$ cat src/logic/bms_pkg.sv
// shared constants and mode encoding for the ballast mode sequencer
// assumes a 100 MHz system clock and comparator flags already synchronous
package bms_pkg;

  // clock rate and derived cycle counts
  localparam int CLK_MHZ = 100;
  // least non-overlap between opposite gate turn-on, in ns (rounded up)
  localparam int DEAD_NS = 1600;
  localparam int DEAD_CYC = (DEAD_NS * CLK_MHZ + 999) / 1000;
  // half period of the bridge at the preheat frequency, in ns
  localparam int PREHEAT_HALF_NS = 10000;
  localparam int PREHEAT_HALF_CYC = (PREHEAT_HALF_NS * CLK_MHZ) / 1000;
  // half period at the elevated soft-start frequency, in ns
  localparam int SOFT_HALF_NS = 5000;
  localparam int SOFT_HALF_CYC = (SOFT_HALF_NS * CLK_MHZ) / 1000;
  // number of bridge cycles spent at soft-start frequency
  localparam logic [3:0] SOFT_CYCLES = 4'h8;

  // consecutive overcurrent events that force a fault
  localparam logic [6:0] OC_EVENTS = 7'h41;
  localparam int CNT_W = 12;

  // operating modes
  typedef enum logic [2:0] {
    MODE_LOCKOUT = 3'b000,
    MODE_PREHEAT = 3'b001,
    MODE_IGN_DISCH = 3'b010,
    MODE_IGNITION = 3'b011,
    MODE_RUN = 3'b100,
    MODE_FAULT = 3'b101
  } bms_mode_type;

  // gate driver phases
  typedef enum logic [1:0] {
    PH_LOW_ON = 2'b00,
    PH_DEAD_A = 2'b01,
    PH_HIGH_ON = 2'b10,
    PH_DEAD_B = 2'b11
  } bms_phase_type;

endpackage

$ cat src/logic/bms_gate_if.sv
// link between the mode sequencer and its half-bridge gate timer
// assumes both ends run on the same system clock
`timescale 1ns/100ps
interface bms_gate_if;
  import bms_pkg::*;
  logic oscRun;
  logic hsEnable;
  logic [CNT_W-1:0] halfCount;
  logic lowSideGate;
  logic highSideGate;
  logic cycleEnd;

  modport seq (output oscRun, output hsEnable, output halfCount,
               input lowSideGate, input highSideGate, input cycleEnd);
  modport drv (input oscRun, input hsEnable, input halfCount,
               output lowSideGate, output highSideGate, output cycleEnd);
endinterface

$ cat src/logic/bms_gate_timer.sv
// complementary half-bridge gate timer with fixed dead interval
// assumes halfCount exceeds the dead count by at least one cycle
`timescale 1ns/100ps
module bms_gate_timer
  import bms_pkg::*;
(
  input wire logic clk_sys,
  input wire logic rst,
  bms_gate_if.drv gate
);

  localparam logic [CNT_W-1:0] DEAD_C = CNT_W'(DEAD_CYC);

  bms_phase_type phase_q, phase_d;
  logic [CNT_W-1:0] cnt_q, cnt_d;
  logic lowSide_q, lowSide_d;
  logic highSide_q, highSide_d;
  logic [CNT_W-1:0] onCycles;
  logic endOfLow;

  // equal on-times keep 50% duty: each half is on-time plus dead time
  assign onCycles = gate.halfCount - DEAD_C;

  // phase sequencing
  always_comb begin
    phase_d = phase_q;
    cnt_d = cnt_q + CNT_W'(1);
    endOfLow = 1'b0;
    if (!gate.oscRun) begin
      phase_d = PH_LOW_ON;
      cnt_d = '0;
    end else begin
      case (phase_q)
        PH_LOW_ON: begin
          if (cnt_q >= onCycles - CNT_W'(1)) begin
            phase_d = PH_DEAD_A;
            cnt_d = '0;
            endOfLow = 1'b1;
          end
        end
        PH_HIGH_ON: begin
          if (cnt_q >= onCycles - CNT_W'(1)) begin
            phase_d = PH_DEAD_B;
            cnt_d = '0;
          end
        end
        PH_DEAD_A: begin
          if (cnt_q >= DEAD_C - CNT_W'(1)) begin
            phase_d = PH_HIGH_ON;
            cnt_d = '0;
          end
        end
        PH_DEAD_B: begin
          if (cnt_q >= DEAD_C - CNT_W'(1)) begin
            phase_d = PH_LOW_ON;
            cnt_d = '0;
          end
        end
        default: begin
          phase_d = PH_LOW_ON;
          cnt_d = '0;
        end
      endcase
    end
    // stopped oscillator holds both gates low
    lowSide_d = gate.oscRun && (phase_d == PH_LOW_ON);
    // high side waits for its floating supply
    highSide_d = gate.oscRun && gate.hsEnable && (phase_d == PH_HIGH_ON);
  end

  // phase registers
  always_ff @(posedge clk_sys) begin
    if (rst) begin
      phase_q <= PH_LOW_ON;
      cnt_q <= '0;
      lowSide_q <= 1'b0;
      highSide_q <= 1'b0;
    end else begin
      phase_q <= phase_d;
      cnt_q <= cnt_d;
      lowSide_q <= lowSide_d;
      highSide_q <= highSide_d;
    end
  end

  assign gate.lowSideGate = lowSide_q;
  assign gate.highSideGate = highSide_q;
  assign gate.cycleEnd = endOfLow; // one pulse at each low-side turn-off

endmodule // bms_gate_timer

$ cat src/logic/bms_sequencer.sv
// ballast mode sequencer: lockout, preheat, ignition, run and fault
// assumes every comparator flag arrives synchronous to clk_sys
//
// How it works
// - lockout holds both gates low, oscillator stopped, timer node grounded.
// - leave lockout when supply is good and shutdown sense is below release.
// - refresh floating supply each low-side on-time; high side waits for it.
// - gates complementary at 50% duty with 1.6 us dead interval.
// - entering preheat releases the timer node grounding switch.
// - preheat starts at soft-start frequency then steps to preheat frequency.
// - frequency-ramp node stays grounded through preheat.
// - first timer crossing of upper level starts ignition, discharging to lower.
// - at lower level release discharge and ramp switches; frequency sweeps down.
// - second upper crossing enters run and enables the event counter.
// - preheat enables overcurrent comparison and 65-event counter.
// - ignition overcurrent pulls ramp node to raise frequency, each cycle.
// - run disables regulation; 65 consecutive events latch all gates low.
// - ignition ignores shutdown and end-of-life faults.
// - preheat and ignition use the high boost gain setting.
// - a low-side cycle without an event decrements the counter.
// - overcurrent counts only while the low-side gate is on.
// - fault grounds the timer node and frequency-ramp node.
// - fault returns to lockout on supply loss or shutdown above threshold.
`timescale 1ns/100ps
module bms_sequencer
  import bms_pkg::*;
(
  input wire logic clk_sys,
  input wire logic rst,
  input wire logic supplyAboveOn,
  input wire logic shutdownBelowRelease,
  input wire logic shutdownAboveTrip,
  input wire logic lifetimeWindowFault,
  input wire logic floatingSupplyOk,
  input wire logic timerAboveUpper,
  input wire logic timerBelowLower,
  input wire logic currentAboveThreshold,
  input wire logic boostPwmIn,
  output logic high_side_gate,
  output logic low_side_gate,
  output logic bootstrapOn,
  output logic boost_gate_out,
  output logic timerDischarge,
  output logic rampGround,
  output logic ignitionRegPull,
  output logic softStartActive,
  output logic boostHighGain,
  output logic overcurrentCountEnable,
  output logic lifetimeSenseEnable,
  output logic [2:0] modeState
);

  bms_gate_if gate ();

  bms_gate_timer u_timer (
    .clk_sys(clk_sys),
    .rst(rst),
    .gate(gate)
  );

  bms_mode_type mode_q, mode_d;
  logic [6:0] evtCnt_q, evtCnt_d;
  logic evtSeen_q, evtSeen_d;
  logic [3:0] softCnt_q, softCnt_d;
  logic hsStarted_q, hsStarted_d;
  logic boostOk_q, boostOk_d;
  logic regPull_q, regPull_d;
  logic countOn;
  logic evtNow;
  logic ocFault;

  // counter live in preheat and run, not in ignition
  assign countOn = (mode_q == MODE_PREHEAT) || (mode_q == MODE_RUN);
  // current comparison qualified by low-side conduction
  assign evtNow = currentAboveThreshold && gate.lowSideGate;
  assign ocFault = (evtCnt_q >= OC_EVENTS);

  always_comb begin
    mode_d = mode_q;
    case (mode_q)
      // start only with good supply and released shutdown
      MODE_LOCKOUT: begin
        if (supplyAboveOn && shutdownBelowRelease) begin
          mode_d = MODE_PREHEAT;
        end
      end
      MODE_PREHEAT: begin
        if (ocFault) begin
          mode_d = MODE_FAULT;
        end else if (shutdownAboveTrip) begin
          mode_d = MODE_LOCKOUT;
        end else if (timerAboveUpper) begin
          mode_d = MODE_IGN_DISCH;
        end
      end
      // discharge ends at the lower level
      MODE_IGN_DISCH: begin
        if (timerBelowLower) begin
          mode_d = MODE_IGNITION;
        end
      end
      // shutdown and lifetime faults ignored here
      MODE_IGNITION: begin
        if (timerAboveUpper) begin
          mode_d = MODE_RUN;
        end
      end
      // counter overflow or lifetime fault latches off
      MODE_RUN: begin
        if (ocFault || lifetimeWindowFault) begin
          mode_d = MODE_FAULT;
        end else if (shutdownAboveTrip) begin
          mode_d = MODE_LOCKOUT;
        end
      end
      MODE_FAULT: begin
        if (shutdownAboveTrip) begin
          mode_d = MODE_LOCKOUT;
        end
      end
      default: mode_d = MODE_LOCKOUT;
    endcase
    // supply loss forces lockout from any mode
    if (!supplyAboveOn) begin
      mode_d = MODE_LOCKOUT;
    end
  end

  // event latch and up/down counter
  always_comb begin
    evtSeen_d = evtSeen_q || evtNow;
    evtCnt_d = evtCnt_q;
    if (!countOn) begin
      evtSeen_d = 1'b0;
      evtCnt_d = '0;
    end else if (gate.cycleEnd) begin
      evtSeen_d = 1'b0;
      if (evtSeen_q || evtNow) begin
        if (!ocFault) begin
          evtCnt_d = evtCnt_q + 7'h01;
        end
      end else if (evtCnt_q != 7'h00) begin
        evtCnt_d = evtCnt_q - 7'h01;
      end
    end
  end

  // soft start, high-side start and output qualifiers
  always_comb begin
    softCnt_d = softCnt_q;
    // count the early cycles at soft-start frequency
    if (mode_q == MODE_LOCKOUT) begin
      softCnt_d = 4'h0;
    end else if (gate.cycleEnd && softCnt_q != SOFT_CYCLES) begin
      softCnt_d = softCnt_q + 4'h1;
    end
    // high side latched on once its floating supply is up
    hsStarted_d = gate.oscRun && (hsStarted_q || floatingSupplyOk);
    // boost gate latched low in fault as well as lockout
    boostOk_d = (mode_d != MODE_LOCKOUT) && (mode_d != MODE_FAULT);
    // ramp node pulled while ignition current exceeds threshold during low-side conduction
    regPull_d = (mode_q == MODE_IGNITION) && evtNow;
  end

  // state registers
  always_ff @(posedge clk_sys) begin
    if (rst) begin
      mode_q <= MODE_LOCKOUT;
      evtCnt_q <= '0;
      evtSeen_q <= 1'b0;
      softCnt_q <= 4'h0;
      hsStarted_q <= 1'b0;
      boostOk_q <= 1'b0;
      regPull_q <= 1'b0;
    end else begin
      mode_q <= mode_d;
      evtCnt_q <= evtCnt_d;
      evtSeen_q <= evtSeen_d;
      softCnt_q <= softCnt_d;
      hsStarted_q <= hsStarted_d;
      boostOk_q <= boostOk_d;
      regPull_q <= regPull_d;
    end
  end

  // oscillator runs only outside lockout and fault
  assign gate.oscRun = (mode_q != MODE_LOCKOUT) && (mode_q != MODE_FAULT);
  assign gate.hsEnable = hsStarted_q;
  // shorter half period while soft start lasts
  assign gate.halfCount = (softCnt_q != SOFT_CYCLES) ?
                          CNT_W'(SOFT_HALF_CYC) : CNT_W'(PREHEAT_HALF_CYC);

  assign high_side_gate = gate.highSideGate;
  assign low_side_gate = gate.lowSideGate;
  assign bootstrapOn = gate.lowSideGate;
  assign boost_gate_out = boostOk_q && boostPwmIn;

  // grounded in lockout, discharge and fault
  assign timerDischarge = (mode_q == MODE_LOCKOUT) ||
                          (mode_q == MODE_IGN_DISCH) ||
                          (mode_q == MODE_FAULT);
  assign rampGround = (mode_q == MODE_PREHEAT) ||
                      (mode_q == MODE_IGN_DISCH) ||
                      (mode_q == MODE_FAULT) ||
                      (mode_q == MODE_LOCKOUT);
  assign ignitionRegPull = regPull_q;
  assign softStartActive = gate.oscRun && (softCnt_q != SOFT_CYCLES);
  // high gain in preheat and ignition
  assign boostHighGain = (mode_q == MODE_PREHEAT) ||
                         (mode_q == MODE_IGN_DISCH) ||
                         (mode_q == MODE_IGNITION);
  assign overcurrentCountEnable = countOn;
  assign lifetimeSenseEnable = (mode_q == MODE_RUN);
  assign modeState = mode_q;

endmodule // bms_sequencer

$ cat config.mk
export PLATFORM = sky130hd
export DESIGN_NAME = bms_sequencer
export DESIGN_NICKNAME = d
export VERILOG_FILES = /design/src/logic/bms_pkg.sv /design/src/logic/bms_gate_if.sv /design/src/logic/bms_gate_timer.sv /design/src/logic/bms_sequencer.sv
export SDC_FILE = /design/constraint.sdc
export NUM_CORES = 1
export LEC_CHECK = 0
export ABC_AREA = 1
export ABC_CLOCK_PERIOD_IN_PS = 2900
export BUFFER_PORTS_ARGS = -buffer_cell sky130_fd_sc_hd__buf_2
export CAP_MARGIN = 20
export CORE_ASPECT_RATIO = 1.4
export CORE_MARGIN = 3
export CORE_UTILIZATION = 50
export DETAILED_ROUTE_END_ITERATION = 10
export PLACE_DENSITY_LB_ADDON = 0.2
export REMOVE_ABC_BUFFERS = 1
export SYNTH_ARGS = -nofsm -noshare
export SYNTH_HDL_FRONTEND = slang
export SYNTH_SLANG_ARGS = --single-unit
export TNS_END_PERCENT = 20
$ cat constraint.sdc
create_clock -name clk_sys -period 2.9 [get_ports clk_sys]
set_clock_uncertainty 0.2 [all_clocks]
set_input_delay 0.58 -clock clk_sys [delete_from_list [all_inputs] [get_ports clk_sys]]
set_output_delay 0.58 -clock clk_sys [all_outputs]
set_load 0.02 [all_outputs]
== Yosys cells after proc, flatten, opt, wreduce, memory -nomap -nowiden ==
Cells that the tools add are included.

* Register bits: 34
* Bits of input ports: 11
* Output and inout bits: 14
* Word-level logic and storage cells: 97

* $add $sub $neg: 6
* $lt $le $gt $ge: 3
* Eq/ne operators: 13
* Muxes and demuxes: 26
* Bitwise gates (word level): 2
* Reductions and logical operators: 36

{| class="wikitable"
|+ Operators by type and width
! operator !! number
|-
| $mux W3 || 9
|-
| $mux W12 || 2
|-
| $pmux W12 S2 || 1
|-
| $mux W7 || 3
|-
| $pmux W3 S6 || 1
|-
| $add A12 B1 Y12 const B || 1
|-
| $ge A12 B12 Y1 || 1
|-
| $ge A12 B8 Y1 const B || 1
|-
| $logic_and A1 B1 Y1 || 12
|-
| $sub A12 B1 Y12 const B || 1
|-
| $sub A10 B8 Y11 const B || 1
|-
| $logic_or A1 B1 Y1 || 10
|-
| $mux W10 || 1
|-
| $mux W2 || 5
|-
| $reduce_or A2 Y1 || 5
|-
| $pmux W2 S4 || 1
|-
| $add A7 B1 Y7 const B || 1
|-
| $ge A7 B7 Y1 const B || 1
|-
| $reduce_bool A7 Y1 || 1
|-
| $sub A7 B1 Y7 const B || 1
|-
| $eq A2 B2 Y1 const B || 3
|-
| $eq A3 B2 Y1 const B || 2
|-
| $eq A3 B3 Y1 const B || 2
|-
| $ne A3 B3 Y1 const B || 2
|-
| other kinds (13) || 18
|}

== Depth between registers and ports, before layout ==
* Depth in word-level cells: 10
* Gate-level depth with buffers: 14

== Hierarchy ==
From an unflattened synthesis, not the netlist that was laid out.

* Cells, all modules: 367
* Area total of the unflattened synthesis: 2558.7 sq um

{| class="wikitable"
|+ Modules (own cells, without submodules)
! module !! instances !! cells an instance !! area each (sq um) !! seq. area each (sq um)
|-
| bms_gate_timer || 1 || 177 || 1285.0 || 320.3
|-
| bms_sequencer || 1 || 190 || 1273.7 || 360.3
|}

== Least setup slack after synthesis ==
OpenSTA, ideal clock, no wires.

* Kind: reg2reg
* Start point: reg softCnt_q[0]
* End point: reg u_timer.cnt_q[5]
* Setup time: 122 ps
* Arrival time: 1852 ps
* Setup slack: 726 ps
* Stages on the path, launching flop included: 15
* Period minus slack after synthesis: 2174 ps
* Cells stage by stage: dfxtp_1 inv_1 ha_1 nand2_1 nor2_1 inv_1 ha_1 nand2_1 nor2_1 nand3_1 nand3_1 nand2_1 nand3_1 buf_4 nor3_2

* Longest elaborated chain between the ends: 7

{| class="wikitable"
|+ Ends and longest elaborated chain
! element !! line !! RTL
|-
| from (decl) || bms_sequencer.sv:64 || <nowiki>logic [3:0] softCnt_q, softCnt_d;</nowiki>
|-
| from (signal assigned) || bms_sequencer.sv:179 || <nowiki>softCnt_q <= softCnt_d;</nowiki>
|-
| $ne A4 B4 Y1 || bms_sequencer.sv:190 || <nowiki>assign gate.halfCount = (softCnt_q != SOFT_CYCLES) ?</nowiki>
|-
| $mux W10 || bms_sequencer.sv:190 ||
|-
| $sub A10 B8 Y11 || bms_gate_timer.sv:22 || <nowiki>assign onCycles = gate.halfCount - DEAD_C;</nowiki>
|-
| $sub A12 B1 Y12 || bms_gate_timer.sv:35, bms_gate_timer.sv:42 ||
|-
| $ge A12 B12 Y1 || bms_gate_timer.sv:35, bms_gate_timer.sv:42 ||
|-
| $mux W12 || bms_gate_timer.sv:35, bms_gate_timer.sv:42 ||
|-
| $pmux W12 S2 || bms_gate_timer.sv:33 || <nowiki>case (phase_q)</nowiki>
|-
| to (signal assigned) || bms_gate_timer.sv:80 || <nowiki>cnt_q <= cnt_d;</nowiki>
|-
| to (decl) || bms_gate_timer.sv:15 || <nowiki>logic [CNT_W-1:0] cnt_q, cnt_d;</nowiki>
|}

Every way passes these cells.
A chain may end at the register's enable or synchronous reset.

== Final worst setup path ==
* Start point: reg softCnt_q[0]
* End point: reg evtCnt_q[1]

* Longest elaborated chain between the ends: 9

{| class="wikitable"
|+ Ends and longest elaborated chain
! element !! line !! RTL
|-
| $ne A4 B4 Y1 || bms_sequencer.sv:190 ||
|-
| $mux W10 || bms_sequencer.sv:190 ||
|-
| $sub A10 B8 Y11 || bms_gate_timer.sv:22 ||
|-
| $sub A12 B1 Y12 || bms_gate_timer.sv:35 || <nowiki>if (cnt_q >= onCycles - CNT_W'(1)) begin</nowiki>
|-
| $ge A12 B12 Y1 || bms_gate_timer.sv:35 ||
|-
| $mux W1 || bms_gate_timer.sv:35 ||
|-
| $mux W1 || bms_gate_timer.sv:33 ||
|-
| $mux W1 || bms_gate_timer.sv:29 || <nowiki>if (!gate.oscRun) begin</nowiki>
|-
| $reduce_and A3 Y1 (no source line) || n/a ||
|-
| to (signal assigned) || bms_sequencer.sv:177 || <nowiki>evtCnt_q <= evtCnt_d;</nowiki>
|-
| to (decl) || bms_sequencer.sv:62 || <nowiki>logic [6:0] evtCnt_q, evtCnt_d;</nowiki>
|}

Every way passes these cells.

==> run summary <==
The run finished with clean final reports. The number of setup buffers added after CTS is 0. The number of gates resized after cts was 0; the count of input and output buffers was 24.

The die is 60.8 um wide. The diode insertion count for antenna repair was 0. The tool flagged a number of max-cap violations equal to 0.

The logs give 0.42 ns for the reg2reg setup slack and 0.000338 V for the peak ir drop on the vdd network. In the synthesized netlist, the number of instances is 315. The last weighted congestion value of the routability-driven placer is 0.853. The worst-case reg-to-reg path depth is 14.

For this run, design rule violations remaining after detail routing come to 0. For the number of slew-limit violations in the final report, the log shows 0. Synthesis instantiated 29 different standard cells from the library.

25 I/O pins were placed. The area growth from synthesis to layout is 13.2%. Counting instances, the worst hold path has a depth of 2. Arrival time of data at the critical path endpoint: 2.46 ns. In this run the static leakage power is 1.14 nW.

For this run, the detailed router's first-pass iteration total came to 4. TritonCTS built the clock tree. Detailed routing inserted a total of 1926 vias. For this design, the sink count on the clock tree is 34. The average wire per standard cell was 11.0 um; the highest net fanout along the worst path was 12.

The number of flip-flops and latches in the synthesized netlist was 34. In this run the most critical hold path is launched from gate.hsEnable. For this design the ratio of total power to cell area is 440 mW/mm^2. The average cell area after synthesis works out to 6.67 um^2. The share of the Yosys chip area taken by registers is 32.4%. The routed design could run at a clock period as short as 2.48 ns.

Setup repair after global routing left no endpoint under its margin. The number of DRC violations after detailed-routing iteration 0 was 97; the initial core utilization was 52.7%. The number of nets in the final layout is 364, and the number of global-route vias before repair is 1744. The number of buffers and inverters on the critical path is 3. In this run the number of cells on the critical path is 14. After detailed routing, the number of vias per cell comes to 5.00. The die covers 0.00503 mm^2. The ratio of cells with drive above 1 in the final layout is 13.2%, and the final design utilization is 59.7%.

Of the available clock period, the critical path in the final layout requires 85.6%. TritonCTS created 5 clock buffers. In this run the remaining antenna-violating nets after routing total 0. The final-report hold violation count is 0, and the number of endpoints failing setup at the final stage is 0. The clock passes through at most 2 buffers. The kind of cell with the highest combined delay along the critical path is simple AND/OR/NAND/NOR gates. Summed over all failing endpoints, the final setup total negative slack is 0 ns. For this run, the slowest stage of the critical path takes 0.34 ns. The tools report the number of buffers inserted for hold repair after clock tree synthesis as 0. The clock input transition at the sequential cells of the worst setup and hold paths came out at 0.07 ns. The tools report the clock insertion delay at the later pin of the skew report as 0.29 ns.

Traced cell by cell, the critical path runs through inv_1 -> ha_1 -> nand2_1 -> nor2_1 -> inv_1 -> ha_1 -> nand2_1 -> nor2_1 -> nand3_1 -> nand3_1 -> buf_4 -> nand3_2 -> nand2_1 -> a21oi_1. The critical path launch point type was a flop. The cell repeated most along the worst path is sky130_fd_sc_hd__nand2_1. For this design, the slowest cell found on the critical path is sky130_fd_sc_hd__dfxtp_1. The HPWL reported at the end of detailed placement is 3.29 mm, and the combined area of all synthesized cells is 0.00210 mm^2.

The tools report the clock root buffer as sky130_fd_sc_hd__clkbuf_8. The critical path capture point type was a flop. The path class of the tightest hold or removal check is flop to flop. The floorplan has 27 rows.

Measured along the y axis, the die boundary spans 82.7 um. The launch point of the worst reg-to-reg path was softCnt_q[0]. The logs give 403 MHz for the maximum frequency from static timing analysis and 0 for the remaining global-route overflow.

The run gives 4.24 mm as the total length of routed wires. STA puts the critical path data required time at 2.88 ns. Core region area: 0.00399 mm^2. The number of warnings issued by yosys was 0. The tools report the critical path launch point as softCnt_q[0]. The critical path is of the flop to flop type. The total track usage was 19.0%; the number of levels in the clock H-tree was 2. The first global-routing pass estimated 7.19 mm of wire.

The number of antenna violations at the first check in global routing is 0. The run gives 13 as the largest net degree at the start of global routing.
## through the flow
stage	setup slack [ns]	total power, mW	instances	hold slack (ns)	instance area [um^2]
2_1_floorplan	0.481	0.513	309	0.219	2060
3_3_place_gp	0.470	0.530	377	0.239	2240
3_5_place_dp	0.405	0.531	377	0.244	2240
4_1_cts	0.405	1.06	385	0.255	2380
5_1_grt	0.0691	1.08	385	0.272	2380
6_report	0.416	1.05	385	0.249	2380
## power breakdown
part           total, mW  switching (mW)  internal (mW)  leakage, nW
combinational     0.0484          0.0311         0.0173        0.802
clock              0.527           0.183          0.344       0.0683
sequential         0.471         0.00221          0.469        0.274
## cell families after synthesis
kind of cell	after synthesis	synth area share (%)
AO/OA/AOI/OAI	24	6.25
XOR/XNOR	12	5.00
adder cells (fa/ha/maj)	12	7.50
buffers and inverters	58	11.3
flip-flops	34	32.4
other	1	0.178
AND/OR/NAND/NOR	174	37.4
## flip-flops by register name, summed over array words and instances (netlist names), 2 cells and up
| name | flops |
|---|---|
| softCnt_q | 4 |
| modeState | 3 |
| evtCnt_q | 7 |
| u_timer.phase_q | 2 |
| u_timer.cnt_q | 12 |
## final cells by class
| cell class | count | area, um^2 |
|---|---|---|
| Clock buffer | 5 | 68.8 |
| Clock inverter | 3 | 68.8 |
| Fill cell | 388 | 1610 |
| Inverter | 52 | 195 |
| Multi-Input combinational cell | 223 | 1180 |
| Sequential cell | 34 | 681 |
| Tap cell | 43 | 53.8 |
| Timing Repair Buffer | 25 | 128 |
## cells in the final DEF, fill, tap and decap left out, types with 4 or more instances in the layout
cell                       instances
sky130_fd_sc_hd__ha_1             11
sky130_fd_sc_hd__a21oi_1          16
sky130_fd_sc_hd__nand3_1          28
sky130_fd_sc_hd__nand2_1          80
sky130_fd_sc_hd__nor3_1            4
sky130_fd_sc_hd__dfxtp_1          34
sky130_fd_sc_hd__xnor2_1           4
sky130_fd_sc_hd__clkbuf_8          5
sky130_fd_sc_hd__buf_2            24
sky130_fd_sc_hd__nand2_2           4
sky130_fd_sc_hd__xor2_1            8
sky130_fd_sc_hd__inv_1            51
sky130_fd_sc_hd__nor2_1           37
sky130_fd_sc_hd__nand4_1          12
## final timing paths
path | to
worst min register to register | u_timer.gate.highSideGate
worst min-delay path | u_timer.gate.highSideGate
worst max-delay path | evtCnt_q[1]
worst max register to register | evtCnt_q[1]
## per-layer routing
layer | routed length [um] | global-route usage, %
met1 | 1920 | 21.1
met2 | 2100 | 33.4
met3 | 118 | 4.35
met4 | 109 | 8.89
met5 | 0 | 0
## cells in the mapped netlist
library cell	instances	share of area (%)
sky130_fd_sc_hd__o21a_1	1	0.36
sky130_fd_sc_hd__nor3_1	4	0.95
sky130_fd_sc_hd__nand4_1	12	3.6
sky130_fd_sc_hd__a31oi_1	1	0.30
sky130_fd_sc_hd__xor2_1	8	3.3
sky130_fd_sc_hd__nor3_2	3	1.4
sky130_fd_sc_hd__fa_1	1	0.95
sky130_fd_sc_hd__dfxtp_1	34	32
sky130_fd_sc_hd__a21oi_1	16	3.8
sky130_fd_sc_hd__nand3_2	2	0.95
sky130_fd_sc_hd__o21ai_0	2	0.48
sky130_fd_sc_hd__conb_1	1	0.18
sky130_fd_sc_hd__buf_2	1	0.24
sky130_fd_sc_hd__and2_1	1	0.30
sky130_fd_sc_hd__nand2_2	4	1.2
sky130_fd_sc_hd__inv_1	51	9.1
sky130_fd_sc_hd__a211oi_1	1	0.36
sky130_fd_sc_hd__nor3_4	1	0.77
sky130_fd_sc_hd__o21ai_1	1	0.24
sky130_fd_sc_hd__buf_4	5	1.8
sky130_fd_sc_hd__nor2_2	1	0.30
sky130_fd_sc_hd__nand3b_1	1	0.36
sky130_fd_sc_hd__inv_2	1	0.18
sky130_fd_sc_hd__xnor2_1	4	1.7
sky130_fd_sc_hd__ha_1	11	6.5
sky130_fd_sc_hd__nand2_1	80	14
sky130_fd_sc_hd__nand3_1	28	6.7
sky130_fd_sc_hd__nor2_1	37	6.6
sky130_fd_sc_hd__o211ai_1	2	0.71
## worst register-to-register path: stages (launching register included)
cell	delay [ns]
sky130_fd_sc_hd__dfxtp_1	0.34
sky130_fd_sc_hd__inv_1	0.08
sky130_fd_sc_hd__ha_1	0.14
sky130_fd_sc_hd__nand2_1	0.05
sky130_fd_sc_hd__nor2_1	0.17
sky130_fd_sc_hd__inv_1	0.15
sky130_fd_sc_hd__ha_1	0.30
sky130_fd_sc_hd__nand2_1	0.05
sky130_fd_sc_hd__nor2_1	0.14
sky130_fd_sc_hd__nand3_1	0.11
sky130_fd_sc_hd__nand3_1	0.10
sky130_fd_sc_hd__buf_4	0.19
sky130_fd_sc_hd__nand3_2	0.17
sky130_fd_sc_hd__nand2_1	0.13
sky130_fd_sc_hd__a21oi_1	0.06
Note: power is estimated with default switching activity, not from simulation.
